$ cat src/verilog/mbr_pkg.sv
// ----------------------------------------------------------------------------
// Shared constants and types of the bus request block.
// ----------------------------------------------------------------------------
package mbr_pkg;

  // Request codes, high bit then low bit, both active low.
  localparam logic [1:0] CODE_HIGH = 2'h0;
  localparam logic [1:0] CODE_TERM = 2'h1;
  localparam logic [1:0] CODE_LOW = 2'h2;
  localparam logic [1:0] CODE_IDLE = 2'h3;

  // Refresh backlog at or above which refresh becomes urgent.
  localparam logic [7:0] REFRESH_URGENT = 8'h0c;

  // Width of the pending refresh count.
  localparam int REFRESH_W = 8;

  // Bus owner state.
  typedef enum logic [1:0] {
    MBR_IDLE,
    MBR_REQ,
    MBR_OWN,
    MBR_TERM
  } mbr_state_e;

  // Pending needs of the local side.
  typedef struct packed {
    logic vram_xfer;
    logic host_acc;
    logic cpu_acc;
    logic [7:0] refresh_pending;
  } mbr_need_s;

endpackage

$ cat src/verilog/mbr_prio.sv
`timescale 1ns/1ps
// ----------------------------------------------------------------------------
// Priority classifier: sorts pending needs into high and low classes.
// ----------------------------------------------------------------------------
module mbr_prio (
  input wire mbr_pkg::mbr_need_s need,
  output logic want_high,
  output logic want_low
);

  // Refresh is urgent once the backlog reaches the threshold.
  logic refresh_urgent;
  logic refresh_any;

  always_comb begin
    refresh_urgent = (need.refresh_pending >= mbr_pkg::REFRESH_URGENT);
    refresh_any = (need.refresh_pending != '0);
    // high class sources
    want_high = need.vram_xfer | need.host_acc | refresh_urgent;
    // low class sources
    want_low = need.cpu_acc | (refresh_any & ~refresh_urgent);
  end

endmodule

$ cat src/verilog/mbr_top.sv
`timescale 1ns/1ps
// Notes on behaviour
// Drive the bus only while grant low.
// Release the bus whenever grant high.
// Four request codes on two pins.
// Video, host, urgent refresh ask high.
// CPU and light refresh ask low.
// Arbiter grants high requests promptly.
// Show termination code while finishing access.
// High beats low; idle when nothing.

// ----------------------------------------------------------------------------
// Bus request and ownership logic of the local-memory bus.
// ----------------------------------------------------------------------------
module mbr_top (
  input wire logic core_clk,
  input wire logic nrst,
  input wire logic clk_en,
  input wire logic bus_grant_n,
  input wire mbr_pkg::mbr_need_s need,
  input wire logic access_last,
  output logic bus_request_code_hi,
  output logic bus_request_code_lo,
  output logic bus_drive,
  output logic access_start
);

  // Current state of the bus ownership sequence.
  mbr_pkg::mbr_state_e state;
  // Next state.
  mbr_pkg::mbr_state_e next_state;
  // Registered request code, driven onto the pins.
  logic [1:0] code;
  // Next value of the request code.
  logic [1:0] next_code;
  // Classified needs, as sorted by the priority classifier.
  logic want_high; // Some high class need is pending.
  logic want_low; // Some low class need is pending.
  logic want_any; // Either class is pending, so the bus is wanted.

  // ----------------------------------------------------------------------------
  // Classification of needs.
  // ----------------------------------------------------------------------------
  mbr_prio u_prio (
    .need(need),
    .want_high(want_high),
    .want_low(want_low)
  );

  assign want_any = want_high | want_low;

  // ----------------------------------------------------------------------------
  // Ownership sequencing.
  // ----------------------------------------------------------------------------

  // Next state picks up the grant; losing the grant always drops ownership.
  always_comb begin
    next_state = state;
    case (state)
      mbr_pkg::MBR_IDLE: begin
        if (want_any) begin
          next_state = mbr_pkg::MBR_REQ;
        end
      end
      mbr_pkg::MBR_REQ: begin
        // wait for grant
        if (!bus_grant_n) begin
          next_state = mbr_pkg::MBR_OWN;
        end else if (!want_any) begin
          next_state = mbr_pkg::MBR_IDLE;
        end
      end
      mbr_pkg::MBR_OWN: begin
        // grant lost releases
        if (bus_grant_n) begin
          next_state = want_any ? mbr_pkg::MBR_REQ : mbr_pkg::MBR_IDLE;
        end else if (access_last) begin
          next_state = mbr_pkg::MBR_TERM;
        end
      end
      mbr_pkg::MBR_TERM: begin
        // One cycle of termination, then compete again.
        next_state = want_any ? mbr_pkg::MBR_REQ : mbr_pkg::MBR_IDLE;
      end
      default: begin
        next_state = mbr_pkg::MBR_IDLE;
      end
    endcase
  end

  // State register, frozen while the clock enable is low.
  always_ff @(posedge core_clk) begin
    if (!nrst) begin
      state <= mbr_pkg::MBR_IDLE;
    end else if (clk_en) begin
      state <= next_state;
    end
  end

  // ----------------------------------------------------------------------------
  // Request code.
  // ----------------------------------------------------------------------------

  // Code follows the next state so pins and state change together.
  always_comb begin
    // high over low
    if (next_state == mbr_pkg::MBR_TERM) begin
      // termination code shown
      next_code = mbr_pkg::CODE_TERM;
    end else if (want_high) begin
      // high priority code
      next_code = mbr_pkg::CODE_HIGH;
    end else if (want_low) begin
      next_code = mbr_pkg::CODE_LOW;
    end else begin
      next_code = mbr_pkg::CODE_IDLE;
    end
  end

  // Code register; idle after reset so no master sees a false request.
  always_ff @(posedge core_clk) begin
    if (!nrst) begin
      code <= mbr_pkg::CODE_IDLE;
    end else if (clk_en) begin
      code <= next_code;
    end
  end

  assign bus_request_code_hi = code[1];
  assign bus_request_code_lo = code[0];

  // ----------------------------------------------------------------------------
  // Bus drive.
  // ----------------------------------------------------------------------------

  // Drive is gated by the live grant, so release is immediate when it rises.
  always_comb begin
    // drop drive now
    bus_drive = (state == mbr_pkg::MBR_OWN) && !bus_grant_n;
  end

  // Start pulse marks the first owned cycle.
  always_ff @(posedge core_clk) begin
    if (!nrst) begin
      access_start <= 1'b0;
    end else if (clk_en) begin
      // start under grant
      access_start <= (state == mbr_pkg::MBR_REQ) && !bus_grant_n;
    end
  end
endmodule

$ cat config.mk
export PLATFORM = sky130hd
export DESIGN_NAME = mbr_top
export DESIGN_NICKNAME = d
export VERILOG_FILES = /design/src/verilog/mbr_pkg.sv /design/src/verilog/mbr_prio.sv /design/src/verilog/mbr_top.sv
export SDC_FILE = /design/constraint.sdc
export NUM_CORES = 1
export LEC_CHECK = 0
export ABC_CLOCK_PERIOD_IN_PS = 1150
export BUFFER_PORTS_ARGS = -buffer_cell sky130_fd_sc_hd__buf_4
export CORE_AREA = 2 2 39 41
export CTS_BUF_LIST = sky130_fd_sc_hd__clkbuf_8
export DETAILED_ROUTE_END_ITERATION = 6
export DIE_AREA = 0 0 41 43
export PLACE_DENSITY_LB_ADDON = 0.12
export SETUP_SLACK_MARGIN = 0.4
export SLEW_MARGIN = 0
export SYNTH_ARGS = -nofsm -noshare
export SYNTH_HDL_FRONTEND = slang
export SYNTH_SLANG_ARGS = --single-unit
export TNS_END_PERCENT = 20
$ cat constraint.sdc
create_clock -name core_clk -period 1.15 [get_ports core_clk]
set_input_delay 0.115 -clock core_clk [delete_from_list [all_inputs] [get_ports core_clk]]
set_output_delay 0.115 -clock core_clk [all_outputs]
set_load 0.02 [all_outputs]
==> metrics.yaml <==
clock_network:
  post_cts_buffers: 0
  insertion_delay_ns: 0.22
  cts_max_level: 1
  cts_tree: "built"
  cts_buffers: 3
  cts-root-buf: "clkbuf_8"
  cts_max_path_buffers: 2
  ctsHoldBuffers: 0
  cts.sinks: 5
  clk_pin_slew_ns: 0.04
place:
  dp_cells: 67
  dp_hpwl_um: 586
  gp_congestion: 0.631
  io_buffer_count: 19
setup_path:
  worst_ep_arrival_time_ns: 1.19
  crit_fanout: 3
  criticalPathCategory: "reg2reg"
  cp.required_ns: 1.25
  end_kind: "register"
  startpoint_type: "register"
  regToRegSetupSlack_ns: 0.06
yosys:
  yosys.area.top_type: "dfxtp_1"
  synth_area_leaders: "dfxtp_1, a21oi_1, nand2_1"
  syn-num-nets: 47
  synth_area_um2: 263
  synthDistinctLibCells: 18
  synth_seq_cells: 5
  ys_warn_count: 0
  postSynthCellCount: 31
  synth.top_cell.area_share_pct: 38.1
  avgSynthCellArea_um2: 8.48
  seq_area_frac_synth_pct: 38.1
global_routing:
  grt_usage_pct: 9.66
  grt_pass1_wl_um: 1190
  antenna_found_initial: 0
  grt_max_degree: 7
  grt_pass1_vias: 306
  gr-total-overflow: 0
route:
  vias_per_cell: 4.55
  dr_total_vias: 323
  remaining_drc_errors: 0
  drtPass1Iterations: 3
  detail-route-antenna-nets: 0
  drtIter0Drc: 1
  wire_per_inst_um: 10.4
  totalWireLength_um: 737
power:
  p_per_area_nw_per_um2: 1280
  seq_power_share_pct: 31.5
  total_power_mw: 0.627
  combPwrFrac_pct: 18.4
  switchingPower_mw: 0.140
  p_leak_nw: 0.226
  power.share.clock_pct: 50.1
  p_sw_share_pct: 22.3
  intPower_mw: 0.487
  irDropWorstVdd_mv: 0.460
sta:
  rsz0062_at_grt: "true"
  worst_pin_slew_ns: 0.283
  final.min_clock_period_ns: 1.09
  setup_viol: 0
  finalCritPeriodShare_pct: 94.5
  setup_tns_ns: 0
  clock.fmax_ghz: 0.920
  clock_skew_ns: 0.00292
  hold_violations: 0
  drv_slew: 0
  slew_headroom_pct: 81.0
final_layout:
  area_growth_pct: 86.7
  final_cell_mix: "buf_4, nand2_1"
  nets: 72
  fillCellCount: 157
  fin_cells: 71
  drive_gt1_share_pct: 52.7
  antenna_cells: 0
  layout_commonest_cell: "buf_4"
floorplan:
  die_width_um: 41
  rows: 14
  start_util_pct: 19.0
  io_pins: 20
  core_um2: 1380
  dieHeight_um: 43
  dieArea_um2: 1760
outcome:
  status: "finished clean"
min_path:
  hold_path.class: "in2reg"
run:
  maxCapViolCount: 0
critical path, cell delays in order, from the launching register on:
cell and delay [ns]:
dfxtp_2 0.31, and4bb_2 0.31, nor2_1 0.05, a221o_1 0.29
synthesized netlist by cell type:
cell and count:
dfxtp_1 5, nand2_1 4, a21oi_1 3, inv_1 2
nor2_1 2, nor3b_1 2, nor4_1 2, a221o_1 1
and3_1 1, and4b_1 1, and4bb_1 1, nand2b_1 1
o211ai_1 1, o21ai_0 1, o41a_1 1, o41ai_1 1
or2_2 1, or3_1 1
timing repair:
| item | CTS | global route |
|---|---|---|
| pin swaps | 2 | 0 |
| setup endpoints to repair | 9 | 9 |
| gates resized for setup | 3 | 2 |
final cells by class:
type / count / area (um^2) / area share, %
Clock buffer: 3 / 41.3 / 8.42
Clock inverter: 1 / 3.75 / 0.765
Inverter: 2 / 7.51 / 1.53
Multi-Input combinational cell: 24 / 165 / 33.7
Sequential cell: 5 / 103 / 20.9
Tap cell: 16 / 20.0 / 4.08
Timing Repair Buffer: 20 / 150 / 30.6
power groups by stage:
stage          combinational (mW)  clock (mW)  sequential, mW
2_1_floorplan              0.0350           0           0.208
3_3_place_gp                0.115           0           0.199
3_5_place_dp                0.112           0           0.198
4_1_cts                     0.115       0.316           0.197
5_1_grt                     0.127       0.329           0.199
6_report                    0.116       0.314           0.197
path summary, 6_finish.rpt:
kind,startpoint,endpoint,depth (start not counted)
worst max-delay path,state[0]$_SDFFE_PN0P_,code[1]$_SDFFE_PN1P_,3
worst min-delay path,nrst,state[0]$_SDFFE_PN0P_,3
worst max register to register,state[0]$_SDFFE_PN0P_,code[1]$_SDFFE_PN1P_,3
worst min register to register,access_start$_SDFFE_PN0P_,access_start$_SDFFE_PN0P_,2
flip-flops by register name (all words and copies together) (netlist names):
register	count
access_start	1
code	2
state	2
through the flow:
step / utilization, % / hold slack (ns) / worst slack [ns] / instance area, um^2
floorplan: - / 0.260 / 0.119 / 263
global placement: 31.3 / 0.376 / 0.0290 / 433
detailed placement: 31.3 / 0.369 / 0.0566 / 433
CTS: 35.1 / 0.145 / 0.0671 / 485
global route: 35.4 / 0.170 / 0.0334 / 490
finish: 35.4 / 0.142 / 0.0635 / 490
cells by family after synthesis:
group	synth area share, %
DFF	38.1
AOI/OAI and AO/OA	21.9
buffers and inverters	2.86
and+or+nand+nor	37.1
layer usage:
layer,global-route usage [%],wire [um],vias to the layer above
li1,-,-,166
met1,12.9,352,145
met2,13.8,316,10
met3,1.57,55,2
met4,6.00,13,0
met5,0,0,-
Note: power is estimated with default switching activity, not from simulation.
